**config.mk**
```make
export PLATFORM = sky130hd
export DESIGN_NAME = gpr_bank_ram_window
export DESIGN_NICKNAME = d
export VERILOG_FILES = /design/src/rtl/gpr_bank_pkg.sv /design/src/rtl/gpr_addr_map.sv /design/src/rtl/gpr_bit_merge.sv /design/src/rtl/gpr_bank_ram_window.sv
export SDC_FILE = /design/constraint.sdc
export NUM_CORES = 1
export LEC_CHECK = 0
export ABC_AREA = 1
export ABC_CLOCK_PERIOD_IN_PS = 2940
export BUFFER_PORTS_ARGS = -buffer_cell sky130_fd_sc_hd__buf_2
export CORE_MARGIN = 5
export CORE_UTILIZATION = 53
export DETAILED_ROUTE_END_ITERATION = 8
export GPL_TIMING_DRIVEN = 0
export PLACE_DENSITY = 0.94
export SETUP_SLACK_MARGIN = 0.05
export SKIP_CTS_REPAIR_TIMING = 1
export SLEW_MARGIN = 15
export SYNTH_ARGS = -nofsm -noshare
export SYNTH_HDL_FRONTEND = slang
export SYNTH_SLANG_ARGS = --single-unit
```
**constraint.sdc**
```tcl
create_clock -name clock -period 2.94 [get_ports clock]
set_clock_uncertainty 0.2 [all_clocks]
set_input_delay 0.441 -clock clock [delete_from_list [all_inputs] [get_ports clock]]
set_output_delay 0.441 -clock clock [all_outputs]
set_load 0.1 [all_outputs]
```
**src/rtl/gpr_bank_pkg.sv**
```systemverilog
// Behaviour
// - Bank follows the base pointer through RAM.
// - Bank accesses resolve only inside internal RAM.
// - Every word register supports single-bit access.
// - Word register n sits at base plus 2n.
// - Short addresses f0..ff select word registers 0..15.
// - Reset leaves word register contents untouched.
// - Only registers 0..7 allow byte access.
// - Byte write keeps the other byte intact.
// - Low byte at base+2n, high at base+2n+1.
// - Byte short addresses alternate low then high.
// - Reset leaves byte register contents untouched.
`default_nettype none

package gpr_bank_pkg;

   ////////////////////////////////////////////////////////////////////////////////
   // Short address window and register layout.

   localparam logic [7:0]  SHORT_FIRST    = 8'hf0;
   localparam logic [4:0]  WORD_OFFSET [16] = '{5'h00, 5'h02, 5'h04, 5'h06,
                                                5'h08, 5'h0a, 5'h0c, 5'h0e,
                                                5'h10, 5'h12, 5'h14, 5'h16,
                                                5'h18, 5'h1a, 5'h1c, 5'h1e};
   localparam logic [16:0] BANK_LAST_BYTE = 17'h0001f;

   ////////////////////////////////////////////////////////////////////////////////
   // Internal RAM bounds and base pointer reset value.

   localparam logic [15:0] IRAM_FIRST  = 16'h0000;
   localparam logic [15:0] IRAM_LAST   = 16'h07ff;
   localparam logic [15:0] BASE_RESET  = 16'h0000;

   ////////////////////////////////////////////////////////////////////////////////
   // Access kinds.

   typedef enum logic [1:0] {ACC_WORD, ACC_BYTE, ACC_BIT} acc_kind_t;

   function automatic logic in_iram(input logic [15:0] a);
      return (a >= IRAM_FIRST) && (a <= IRAM_LAST);
   endfunction

endpackage

`default_nettype wire

```
**src/rtl/gpr_addr_map.sv**
```systemverilog
`timescale 1ns/1ns
`default_nettype none

module gpr_addr_map
   import gpr_bank_pkg::*;
(
   input  wire logic [15:0] base,
   input  wire logic        short_sel,
   input  wire acc_kind_t   kind,
   input  wire logic [15:0] addr,
   output logic      [15:0] phys,
   output logic             lane_hi,
   output logic             err
);

   logic        short_hit;
   logic [3:0]  idx;
   logic [4:0]  ofs_word;
   logic [4:0]  ofs_byte;
   logic [4:0]  ofs_sel;
   logic [15:0] phys_raw;
   logic [15:0] phys_last;
   logic [16:0] bank_end;
   logic        bank_ok;

   assign idx       = addr[3:0];
   assign short_hit = (addr[15:8] == 8'h00) && (addr[7:4] == SHORT_FIRST[7:4]);
   assign ofs_word  = WORD_OFFSET[idx];
   // Byte context pairs two short addresses onto one low word register.
   assign ofs_byte  = WORD_OFFSET[{1'b0, idx[3:1]}] | {4'h0, idx[0]};
   assign ofs_sel   = (kind == ACC_BYTE) ? ofs_byte : ofs_word;
   assign phys_raw  = short_sel ? base + {11'h000, ofs_sel} : addr;
   assign phys      = (kind == ACC_BYTE) ? phys_raw : {phys_raw[15:1], 1'b0};
   assign lane_hi   = (kind == ACC_BYTE) && phys_raw[0];
   assign phys_last = phys | {15'h0000, kind != ACC_BYTE};

   // A bank hanging over the top of the address space would wrap, so the
   // carry out of the end address disqualifies it as well.
   assign bank_end  = {1'b0, base} + BANK_LAST_BYTE;
   assign bank_ok   = in_iram(base) && !bank_end[16] && in_iram(bank_end[15:0]);

   assign err = (short_sel && (!short_hit || !bank_ok))
                || !in_iram(phys) || !in_iram(phys_last);

endmodule

`default_nettype wire

```
**src/rtl/gpr_bit_merge.sv**
```systemverilog
`timescale 1ns/1ns
`default_nettype none

module gpr_bit_merge
(
   input  wire logic [15:0] word,
   input  wire logic [3:0]  pos,
   input  wire logic        val,
   output logic      [15:0] merged,
   output logic             bit_out
);

   logic [15:0] mask;

   assign mask    = 16'h0001 << pos;
   assign merged  = val ? (word | mask) : (word & ~mask);
   assign bit_out = word[pos];

endmodule

`default_nettype wire

```
**src/rtl/gpr_bank_ram_window.sv**
```systemverilog
`timescale 1ns/1ns
`default_nettype none

module gpr_bank_ram_window
   import gpr_bank_pkg::*;
(
   input  wire logic        clock,
   input  wire logic        rst_n,
   input  wire logic        ce,
   input  wire logic        base_wr,
   input  wire logic [15:0] base_wdata,
   output logic      [15:0] base_rdata,
   input  wire logic        req_valid,
   output logic             req_ready,
   input  wire logic        req_write,
   input  wire acc_kind_t   req_kind,
   input  wire logic        req_short,
   input  wire logic [15:0] req_addr,
   input  wire logic [15:0] req_wdata,
   input  wire logic [3:0]  req_bit,
   output logic             rsp_valid,
   output logic      [15:0] rsp_rdata,
   output logic             rsp_error,
   output logic             ram_req,
   output logic             ram_we,
   output logic      [1:0]  ram_be,
   output logic      [15:0] ram_addr,
   output logic      [15:0] ram_wdata,
   input  wire logic [15:0] ram_rdata
);

   ////////////////////////////////////////////////////////////////////////////////
   // Declarations.

   typedef enum logic [1:0] {ST_IDLE, ST_RDWAIT, ST_RDDATA, ST_WRITE} state_t;

   state_t      state_r;
   state_t      state_nxt;
   logic [15:0] base_r;
   logic [15:0] base_nxt;
   logic        req_ready_r;
   logic        ready_nxt;
   logic        rsp_valid_r;
   logic        rsp_valid_nxt;
   logic [15:0] rsp_rdata_r;
   logic [15:0] rsp_rdata_nxt;
   logic        rsp_error_r;
   logic        rsp_error_nxt;
   logic        ram_req_r;
   logic        ram_req_nxt;
   logic        ram_we_r;
   logic        ram_we_nxt;
   logic [1:0]  ram_be_r;
   logic [1:0]  ram_be_nxt;
   logic [15:0] ram_addr_r;
   logic [15:0] ram_addr_nxt;
   logic [15:0] ram_wdata_r;
   logic [15:0] ram_wdata_nxt;
   acc_kind_t   kind_r;
   logic        write_r;
   logic        lane_r;
   logic [3:0]  bitpos_r;
   logic        bitval_r;

   logic        accept;
   logic        direct_write;
   logic [15:0] map_phys;
   logic        map_lane_hi;
   logic        map_err;
   logic [1:0]  be_sel;
   logic [15:0] wdata_sel;
   logic [15:0] merged_word;
   logic        picked_bit;
   logic [15:0] read_sel;
   logic [7:0]  byte_sel;
   logic [3:0]  short_idx;

   ////////////////////////////////////////////////////////////////////////////////
   // Address translation and bit handling.

   gpr_addr_map u_map (
      .base      (base_r),
      .short_sel (req_short),
      .kind      (req_kind),
      .addr      (req_addr),
      .phys      (map_phys),
      .lane_hi   (map_lane_hi),
      .err       (map_err)
   );

   gpr_bit_merge u_bit (
      .word    (ram_rdata),
      .pos     (bitpos_r),
      .val     (bitval_r),
      .merged  (merged_word),
      .bit_out (picked_bit)
   );

   ////////////////////////////////////////////////////////////////////////////////
   // Request decode and data selection.

   assign accept       = req_valid && req_ready_r && (state_r == ST_IDLE);
   assign direct_write = req_write && (req_kind != ACC_BIT);
   assign short_idx    = req_addr[3:0];
   assign base_nxt     = base_wr ? {base_wdata[15:1], 1'b0} : base_r;

   // A byte write drives both lanes with the same byte and lets the enables
   // pick one, so the neighbouring byte in RAM is never rewritten.
   assign be_sel    = (req_kind != ACC_BYTE) ? 2'b11 :
                      (map_lane_hi ? 2'b10 : 2'b01);
   assign wdata_sel = (req_kind == ACC_BYTE) ? {req_wdata[7:0], req_wdata[7:0]}
                                             : req_wdata;
   assign byte_sel  = lane_r ? ram_rdata[15:8] : ram_rdata[7:0];
   assign read_sel  = (kind_r == ACC_WORD) ? ram_rdata :
                      (kind_r == ACC_BYTE) ? {8'h00, byte_sel} :
                                             {15'h0000, picked_bit};

   ////////////////////////////////////////////////////////////////////////////////
   // Sequencer.

   always_comb
   begin
      state_nxt     = state_r;
      ready_nxt     = req_ready_r;
      rsp_valid_nxt = 1'b0;
      rsp_rdata_nxt = rsp_rdata_r;
      rsp_error_nxt = rsp_error_r;
      ram_req_nxt   = 1'b0;
      ram_we_nxt    = ram_we_r;
      ram_be_nxt    = ram_be_r;
      ram_addr_nxt  = ram_addr_r;
      ram_wdata_nxt = ram_wdata_r;
      case (state_r)
         ST_IDLE:
         begin
            if (accept && map_err)
            begin
               // Refused accesses never reach RAM.
               rsp_valid_nxt = 1'b1;
               rsp_error_nxt = 1'b1;
               rsp_rdata_nxt = 16'h0000;
            end
            else if (accept)
            begin
               ram_req_nxt   = 1'b1;
               ram_we_nxt    = direct_write;
               ram_be_nxt    = be_sel;
               ram_addr_nxt  = map_phys;
               ram_wdata_nxt = wdata_sel;
               ready_nxt     = 1'b0;
               state_nxt     = direct_write ? ST_WRITE : ST_RDWAIT;
            end
         end
         ST_RDWAIT:
         begin
            state_nxt = ST_RDDATA;
         end
         ST_RDDATA:
         begin
            if ((kind_r == ACC_BIT) && write_r)
            begin
               // Bit writes are a read-modify-write of the whole word.
               ram_req_nxt   = 1'b1;
               ram_we_nxt    = 1'b1;
               ram_be_nxt    = 2'b11;
               ram_wdata_nxt = merged_word;
               state_nxt     = ST_WRITE;
            end
            else
            begin
               rsp_valid_nxt = 1'b1;
               rsp_error_nxt = 1'b0;
               rsp_rdata_nxt = read_sel;
               ready_nxt     = 1'b1;
               state_nxt     = ST_IDLE;
            end
         end
         ST_WRITE:
         begin
            rsp_valid_nxt = 1'b1;
            rsp_error_nxt = 1'b0;
            rsp_rdata_nxt = 16'h0000;
            ready_nxt     = 1'b1;
            state_nxt     = ST_IDLE;
         end
         default:
         begin
            ready_nxt = 1'b1;
            state_nxt = ST_IDLE;
         end
      endcase
   end

   ////////////////////////////////////////////////////////////////////////////////
   // State registers. Register contents live in RAM, so reset only clears
   // the sequencer and the base pointer and never issues a RAM cycle.

   always_ff @(posedge clock or negedge rst_n)
   begin
      if (!rst_n)
      begin
         state_r     <= ST_IDLE;
         base_r      <= BASE_RESET;
         req_ready_r <= 1'b1;
         rsp_valid_r <= 1'b0;
         rsp_rdata_r <= 16'h0000;
         rsp_error_r <= 1'b0;
         ram_req_r   <= 1'b0;
         ram_we_r    <= 1'b0;
         ram_be_r    <= 2'b00;
         ram_addr_r  <= 16'h0000;
         ram_wdata_r <= 16'h0000;
      end
      else if (ce)
      begin
         state_r     <= state_nxt;
         base_r      <= base_nxt;
         req_ready_r <= ready_nxt;
         rsp_valid_r <= rsp_valid_nxt;
         rsp_rdata_r <= rsp_rdata_nxt;
         rsp_error_r <= rsp_error_nxt;
         ram_req_r   <= ram_req_nxt;
         ram_we_r    <= ram_we_nxt;
         ram_be_r    <= ram_be_nxt;
         ram_addr_r  <= ram_addr_nxt;
         ram_wdata_r <= ram_wdata_nxt;
      end
   end

   always_ff @(posedge clock or negedge rst_n)
   begin
      if (!rst_n)
      begin
         kind_r   <= ACC_WORD;
         write_r  <= 1'b0;
         lane_r   <= 1'b0;
         bitpos_r <= 4'h0;
         bitval_r <= 1'b0;
      end
      else if (ce && accept)
      begin
         kind_r   <= req_kind;
         write_r  <= req_write;
         lane_r   <= map_lane_hi;
         bitpos_r <= req_bit;
         bitval_r <= req_wdata[0];
      end
   end

   assign base_rdata = base_r;
   assign req_ready  = req_ready_r;
   assign rsp_valid  = rsp_valid_r;
   assign rsp_rdata  = rsp_rdata_r;
   assign rsp_error  = rsp_error_r;
   assign ram_req    = ram_req_r;
   assign ram_we     = ram_we_r;
   assign ram_be     = ram_be_r;
   assign ram_addr   = ram_addr_r;
   assign ram_wdata  = ram_wdata_r;
endmodule

`default_nettype wire

```
==> impl_summary.md, run 1 <==
Die
The total I/O pin count is ~150. The initial cell density of the core is 0.5414. The die covers 11480 sq um. The floorplan step set the die height to 107.2 microns.

The die width is 107.2 microns. In this run the core area contains 35 standard-cell rows. The core region is 9240 sq um.

Detailed routing
The routed via count is 5661. The aggregate routed wire length is 16270 microns. The count of nets left with antenna violations once routing finished came out at 0. The DRC violations left is 0. The detail-routed via count per cell is 5.417. The mean routed wirelength per cell is 15.57 microns. The number of DRC markers in iteration 0 is 528.

The first detailed-routing pass took 5 iterations.

Global route
The total track usage is 0.2640. The number of antenna violations at the first check in global routing was 0. The pin count of the biggest net entering global routing is 49. The final global-route overflow total is 0. The via count of the first global-routing pass is 5053.

The wire length of the first global-routing pass is approximately 24000 microns.

Timing
After layout, the minimum clock period comes to about 2900 ps. The pin slew with the least headroom to its limit is just under 700 ps. Summed over all failing endpoints, the final setup total negative slack is 0 ps. Setup repair after global routing could not meet its margin everywhere. The total of endpoints with negative setup slack in the final report is 0. The relative max-transition margin is 0.5455. Setup slack closes at approximately 44 ps.

The final hold violation count is 0. Derived from the worst setup path, the maximum achievable clock frequency is 345.3 MHz. On the final layout, the worst hold slack is 84.99 ps.

The count of pins over their slew limit is 0. In the finished design, the share of the clock period the worst path needs comes to 0.9850.

Place
Prior to clock tree synthesis, the placed netlist has a worst setup slack of -601.8 ps. Buffers placed on the I/O ports in this run total 143. The congestion estimate from routability-driven global placement came to 0.9684. The post-detailed-placement half-perimeter wirelength is 11900 microns.

Pwr
The total power per unit cell area is between 900 and 1000 nW/um^2. The leakage component of the power is 3.633 nW. The cell-internal power is 2.650 mW.

The part of the total power dissipated in combinational logic is 0.593. The switching power share of the total is 0.5820. For this design the total switching power over the nets is approximately 3.7 mW.

The share of total power dissipated in the clock network is 0.143. The highest ir drop seen on vdd is 734.8 uV. The share of total power dissipated in sequential elements is 0.265.

Synthesis
Dividing the synthesized area by the synthesized cell count gives 6.824 sq um. The synthesized netlist net count is 816. Yosys printed 0 warnings. Synthesis produced a netlist whose cell count is 733.

The post-synthesis adder-cell area fraction is 0.01651. The dominant combinational cell family by area after synthesis is simple AND/OR/NAND/NOR gates. By area the synthesized netlist is led by dfrtp_1, nand2_1, nand3_1. The biggest area consumer among synthesized cells is dfrtp_1. Of the post-synthesis cell area, the dominant cell type holds 0.4002.

In this run, distinct cell masters in the synthesized netlist total 40. The synthesized area is about 5000 sq um. The area fraction in compound gates after synthesis came to 0.1026. Of the total synthesized cell area, the portion taken by XOR and XNOR cells is 0.007004. The post-synthesis share of cell area spent on and, or, nand and nor gates is 0.3792. After synthesis the netlist holds a flip-flop and latch count of 81. Of the post-synthesis cell area, the part taken by muxes is 0.004502.

The share of the Yosys chip area taken by registers is 0.4055.

Critical path
The worst stage delay on the critical path is about 340 ps. The largest fanout on the critical path is 7. Data on the critical path is required at its endpoint by roughly 3000 ps. The kind of cell with the highest combined delay on the critical path is simple AND/OR/NAND/NOR gates. The cell type of the slowest stage on the worst timing path is fa_2. STA classifies the critical path startpoint as a primary input. The type of the worst setup path is primary input to register. The worst setup path is captured at a register.

The arrival time at the worst endpoint is 2950 ps. The number of buffer and inverter instances along the worst setup path is 7.

Final layout
The area growth from synthesis to layout is 33.72%. The antenna diode instance count is 0. The final design utilization is 0.7239. Of the cells placed in the final design, the portion with a size suffix greater than 1 is 0.2959. The number of nets in the layout is around 1000.

Clock network
The deepest clock path buffer count is 2. The H-tree was split into 3 levels. TritonCTS built the clock tree. The CTS buffer count is 9. For this design, the sink count on the clock tree is 81. The clock slew seen by the registers of the worst setup and hold paths is 90 ps. The cell chosen for the clock root is clkbuf_8. The latest clock arrival within the worst-skew pair is about 360 ps.

Hold path
In this run the worst hold path is classified as primary input to register.

Status
The flow ran to the end, and the final reports show no timing, DRC or antenna violations.

Run
Across the run, the number of max-cap violations was 0.
tightest hold or removal path, stage by stage:
cell	delay (ps)
buf_2	70
nand2_1	40
o21ai_0	60
power by group through the flow:
stage | Sequential (mW) | Combinational, mW | Clock [mW]
2_1_floorplan | 3.50 | 1.02 | 0
3_3_place_gp | 1.66 | 3.52 | 0
3_5_place_dp | 1.68 | 3.55 | 0
4_1_cts | 1.66 | 3.56 | 0.912
5_1_grt | 1.72 | 3.96 | 0.958
6_report | 1.68 | 3.76 | 0.905
state kept, by name, summed over array words and instances (netlist names), 2 cells and up:
signal      flops
bitpos_r        4
ram_addr       16
base_rdata     15
state_r         2
rsp_rdata      16
ram_be          2
ram_wdata      16
kind_r          2
layer usage:
metal,part of all wire,vias to the layer above,GRT usage
li1,-,2739,-
met5,0,-,0
met2,0.48,286,0.4218
met1,0.42,2596,0.3670
met3,0.076,40,0.04094
met4,0.022,0,0.08767
worst paths after layout:
path | cells past startpoint | slack [ps] | endpoint | start
max | 25 | 40 | rsp_rdata[10] | req_kind[0]
min in group asynchronous | 2 | 380 | base_rdata[15] | rst_n
max in group asynchronous | 3 | 1520 | req_ready | rst_n
max reg2reg | 17 | 240 | rsp_rdata[10] | base_rdata[2]
min | 3 | 80 | bitpos_r[2] | req_bit[2]
min reg2reg | 2 | 270 | ram_addr[15] | ram_addr[15]
cell families (layout without fill, tap and decap cells):
group / count (synthesis) / in the layout
multiplexers: 2 / 2
flip-flops: 81 / 81
XOR/XNOR: 4 / 4
AO/OA/AOI/OAI: 95 / 95
adder cells (fa/ha/maj): 6 / 6
other: 1 / 1
AND/OR/NAND/NOR: 442 / 442
buffers and inverters: 102 / 285
cells in the mapped netlist, drive strengths merged:
library cell / number
nand2: 258
dfrtp: 80
nand3: 77
inv: 68
nor2: 68
o21ai: 46
a21oi: 32
nand4: 21
clkbuf: 20
nor3: 13
buf: 12
o211ai: 10
ha: 5
o22ai: 3
a22oi: 2
clkinv: 2
mux2: 2
or2: 2
xnor2: 2
xor2: 2
a31oi: 1
and2: 1
and3: 1
conb: 1
dfstp: 1
fa: 1
nand3b: 1
o31ai: 1
layout by cell type, fill, tap and decap left out, types with 18 or more instances in the layout:
master	Yosys	routed
buf_2	6	143
clkbuf_1	20	18
nand2_1	253	216
inv_1	66	63
nand3_1	76	67
buf_4	3	19
dfrtp_1	80	76
nand2_2	2	32
nand4_1	21	21
a21oi_1	32	32
o21ai_0	46	43
nor2_1	66	64
through the flow:
| stage | cell area (sq um) | total power, mW | std cells |
|---|---|---|---|
| final | 6689 | 6.340 | 1045 |
| after global routing | 6689 | 6.639 | 1045 |
| after CTS | 6220 | 6.131 | 1021 |
| after detailed placement | 6003 | 5.224 | 1006 |
| after global placement | 5973 | 5.175 | 1005 |
| after floorplan | 5096 | 4.519 | 733 |
final cells by class:
cell class	count	area [sq um]
multi-input cells	550	2789
plain buffers	32	206.4
flip-flops and latches	81	2033
clock inverters	6	92.59
fillers	706	2551
repair buffers	168	1007
clock buffers	9	123.9
well taps	129	161.4
inverters	70	275.3
Note: power is estimated with default switching activity, not from simulation.
==> run 2: changes to the inputs <==
--- a/config.mk
+++ b/config.mk
@@ -9,10 +9,10 @@
 export ABC_CLOCK_PERIOD_IN_PS = 2940
 export BUFFER_PORTS_ARGS = -buffer_cell sky130_fd_sc_hd__buf_2
 export CORE_MARGIN = 5
-export CORE_UTILIZATION = 53
+export CORE_UTILIZATION = 43
 export DETAILED_ROUTE_END_ITERATION = 8
 export GPL_TIMING_DRIVEN = 0
-export PLACE_DENSITY = 0.94
+export PLACE_DENSITY = 0.8
 export SETUP_SLACK_MARGIN = 0.05
 export SKIP_CTS_REPAIR_TIMING = 1
 export SLEW_MARGIN = 15
==> impl_summary.md, run 2 (same netlist as run 1, synthesis figures left out) <==
Detailed routing
After detailed routing, the total wire length is 16410 microns. Signal routing reaches up to met4. The number of DRC markers in iteration 0 is approximately 560. The first detailed-routing pass took 5 iterations. The post-detailed-route count of antenna-violating nets is 0. After detailed routing, the met2 layer carries 7590 microns of wire.

The routed length on met3 is 1169 microns. The mean routed wirelength per cell is around 15 microns. After detailed routing, the number of vias per cell comes to 5.154.

In the final routing, the length of wire on met1 measures 7262 microns. The routed via count is 5474. The DRC violations left is 0.

Critical path
STA classifies the critical path startpoint as a primary input. Traced cell by cell, the critical path runs through buf_8 > nor2_4 > inv_1 > buf_4 > o21ai_2 > inv_1 > fa_2 > inv_2 > nand2_1 > nand2_2 > nand2_1 > nand2_1 > nand3_1 > nand2_1 > nand2_2 > nor2_4 > nand2_2 > nand2_4 > nand2_8 > nand2_8 > clkbuf_16 > nand2_2 > nand2_1. The critical path is of the primary input to register type. The required time at the worst-slack endpoint is 3020 ps.

The sort of element at the end of the critical path is a register. The most frequent cell on the critical path is nand2_1. For this run, the slowest stage of the critical path takes 370 ps. The kind of cell with the highest combined delay along the critical path is simple AND/OR/NAND/NOR gates. In this run the worst path has a maximum fanout of 10. The number of buffer and inverter instances along the worst setup path is 6. The cell type of the slowest stage on the worst timing path is fa_2. Data on the critical path arrives at its endpoint at 2960 ps.

Final layout
The layout cell share with drive strength beyond 1 is 0.2916. The number of nets in the layout is 997. The library cells used most frequently in the layout, excluding fill and tap cells, are nand2_1, buf_2, dfrtp_1.

The repair_antennas step left the layout with diodes totalling 0. At the end of the flow the core is filled with cells to 0.5946. The multi-input combinational cells in the finished layout cover a total of about 2700 sq um. The layout overhead on the synthesized area is 35.72%. The layout filler cell count is ~1.1k. Leaving out fill and tap cells, the most frequent cell in the layout is nand2_1. With fillers left out, the area of the finished cells amounts to 6789 sq um. Across the whole layout, storage elements account for 2033 sq um.

Timing
Setup violations remaining at the end of the flow were counted as 0. The relative max-transition margin is 0.5619. In the finished design, the share of the clock period the worst path needs comes to 0.9782. The final hold violation count is 0.

The highest clock rate is 347.7 MHz. For the pin with the worst max-slew slack, the measured transition is 653.6 ps. Setup repair after global routing could not meet its margin everywhere. The final critical path time including I/O delays and setup is 2876 ps. The count of pins over their slew limit was 0.

Hold path
The type of the most critical hold path is primary input to register.

Global route
The first global-routing pass estimated 25880 microns of wire. After global routing the overflow that remains totals 0. Entering global routing, the biggest net connects 47 pins. Across every metal layer, demand over resource in global routing totals 0.2256. The via count of the first global-routing pass is 5086.

The number of antenna violations at the first check in global routing came to 0.

Die
The initial utilization of the core area, before any placement, comes to 0.4381. The total area inside the core boundary comes to 11420 sq um. For this design the top-level I/O count stands at 148.

The die width is 117.9 microns. The die covers roughly 14000 sq um. After floorplanning, the core was divided into 39 placement rows. Measured along the y axis, the die boundary spans 117.9 microns.

Place
Summed over all nets, the half-perimeter wirelength after detailed placement is about 12000 microns. Routability-driven placement finished with a final weighted congestion of approximately 1. After detailed placement, the total cell area comes to around 6000 sq um.

Input and output buffers added on the ports amount to 143.

Run
The max-capacitance violation count is 0.

Pwr
The total power per unit cell area is 973.6 nW/um^2. Across the VDD grid, the largest voltage drop is 776.0 uV. The leakage component of the power is 3.679 nW.

Clock network
CTS built an H-tree with a depth of 3. For the worst-skew pair, the clock arrives at the later sink with an insertion delay of ~350 ps. In this run, CTS created clock tree buffers numbering 9.

The total number of clock tree sinks is a little over 80. TritonCTS built the clock tree. In this run the deepest clock path goes through 2 buffers.

The cell chosen for the clock root is clkbuf_16. The clock slew seen by the registers of the worst setup and hold paths is about 70 ps.

Status
The flow ran to the end, and the final reports show no timing, DRC or antenna violations.
## run 2: changes by cell type in the layout (fill, tap and decap cells not counted), moves of 2 or more
| cell | before | now |
|---|---|---|
| clkbuf_16 | 2 | 12 |
| clkbuf_8 | 9 | 1 |
| nand3_1 | 67 | 71 |
| nand3_2 | 8 | 4 |
| buf_6 | 9 | 12 |
| nand2_1 | 216 | 219 |
| buf_4 | 19 | 17 |
| nand2_4 | 8 | 6 |
## run 2: metrics by stage
stage	setup TNS, ps	cells	hold slack [ps]	setup slack, ps	power, mW
2_1_floorplan	-994.0	733	-54.59	-57.67	4.519
3_3_place_gp	-27150	1019	243.7	-534.9	5.205
3_5_place_dp	-26330	1020	243.9	-522.5	5.242
4_1_cts	-5698	1036	-132.3	-173.3	6.418
5_1_grt	-3162	1062	111.4	-102.5	6.954
6_report	0	1062	97.16	64.02	6.609
## run 2: layout make-up
class                           instances  area share
Timing Repair Buffer                  170      0.1541
Multi-Input combinational cell        550      0.4042
Buffer                                 32     0.03041
Sequential cell                        81      0.2995
Clock buffer                           10     0.03520
Clock inverter                          6    0.009768
Tap cell                              143     0.02635
Inverter                               70     0.04055
## run 2: worst paths after layout
kind	slack [ps]	cells past startpoint	to	startpoint
worst max-delay path	60	23	rsp_rdata[11]	req_kind[1]
worst min-delay path	100	3	bitpos_r[2]	req_bit[2]
worst max register to register	170	17	rsp_rdata[11]	base_rdata[2]
worst min register to register	260	2	ram_wdata[14]	ram_wdata[14]
max in group asynchronous	1480	3	req_ready	rst_n
min in group asynchronous	400	2	base_rdata[11]	rst_n
## run 2: tightest hold or removal path, delay by kind of cell
kind                   cells  cell delay (ps)
AND/OR/NAND/NOR            1               40
buffers and inverters      1               80
AO/OA/AOI/OAI              1               50
## run 2: power breakdown
part	switching [mW]	leakage, nW	internal [mW]
logic	3.01	2.50	0.758
registers	0.249	1.04	1.43
clock network	0.472	0.141	0.682
total	3.74	3.68	2.87
## run 2: per-layer routing
metal	up-vias	track usage
li1	2743	-
met1	2482	0.3126
met2	215	0.3398
met3	34	0.05959
met4	0	0.08172
met5	-	0
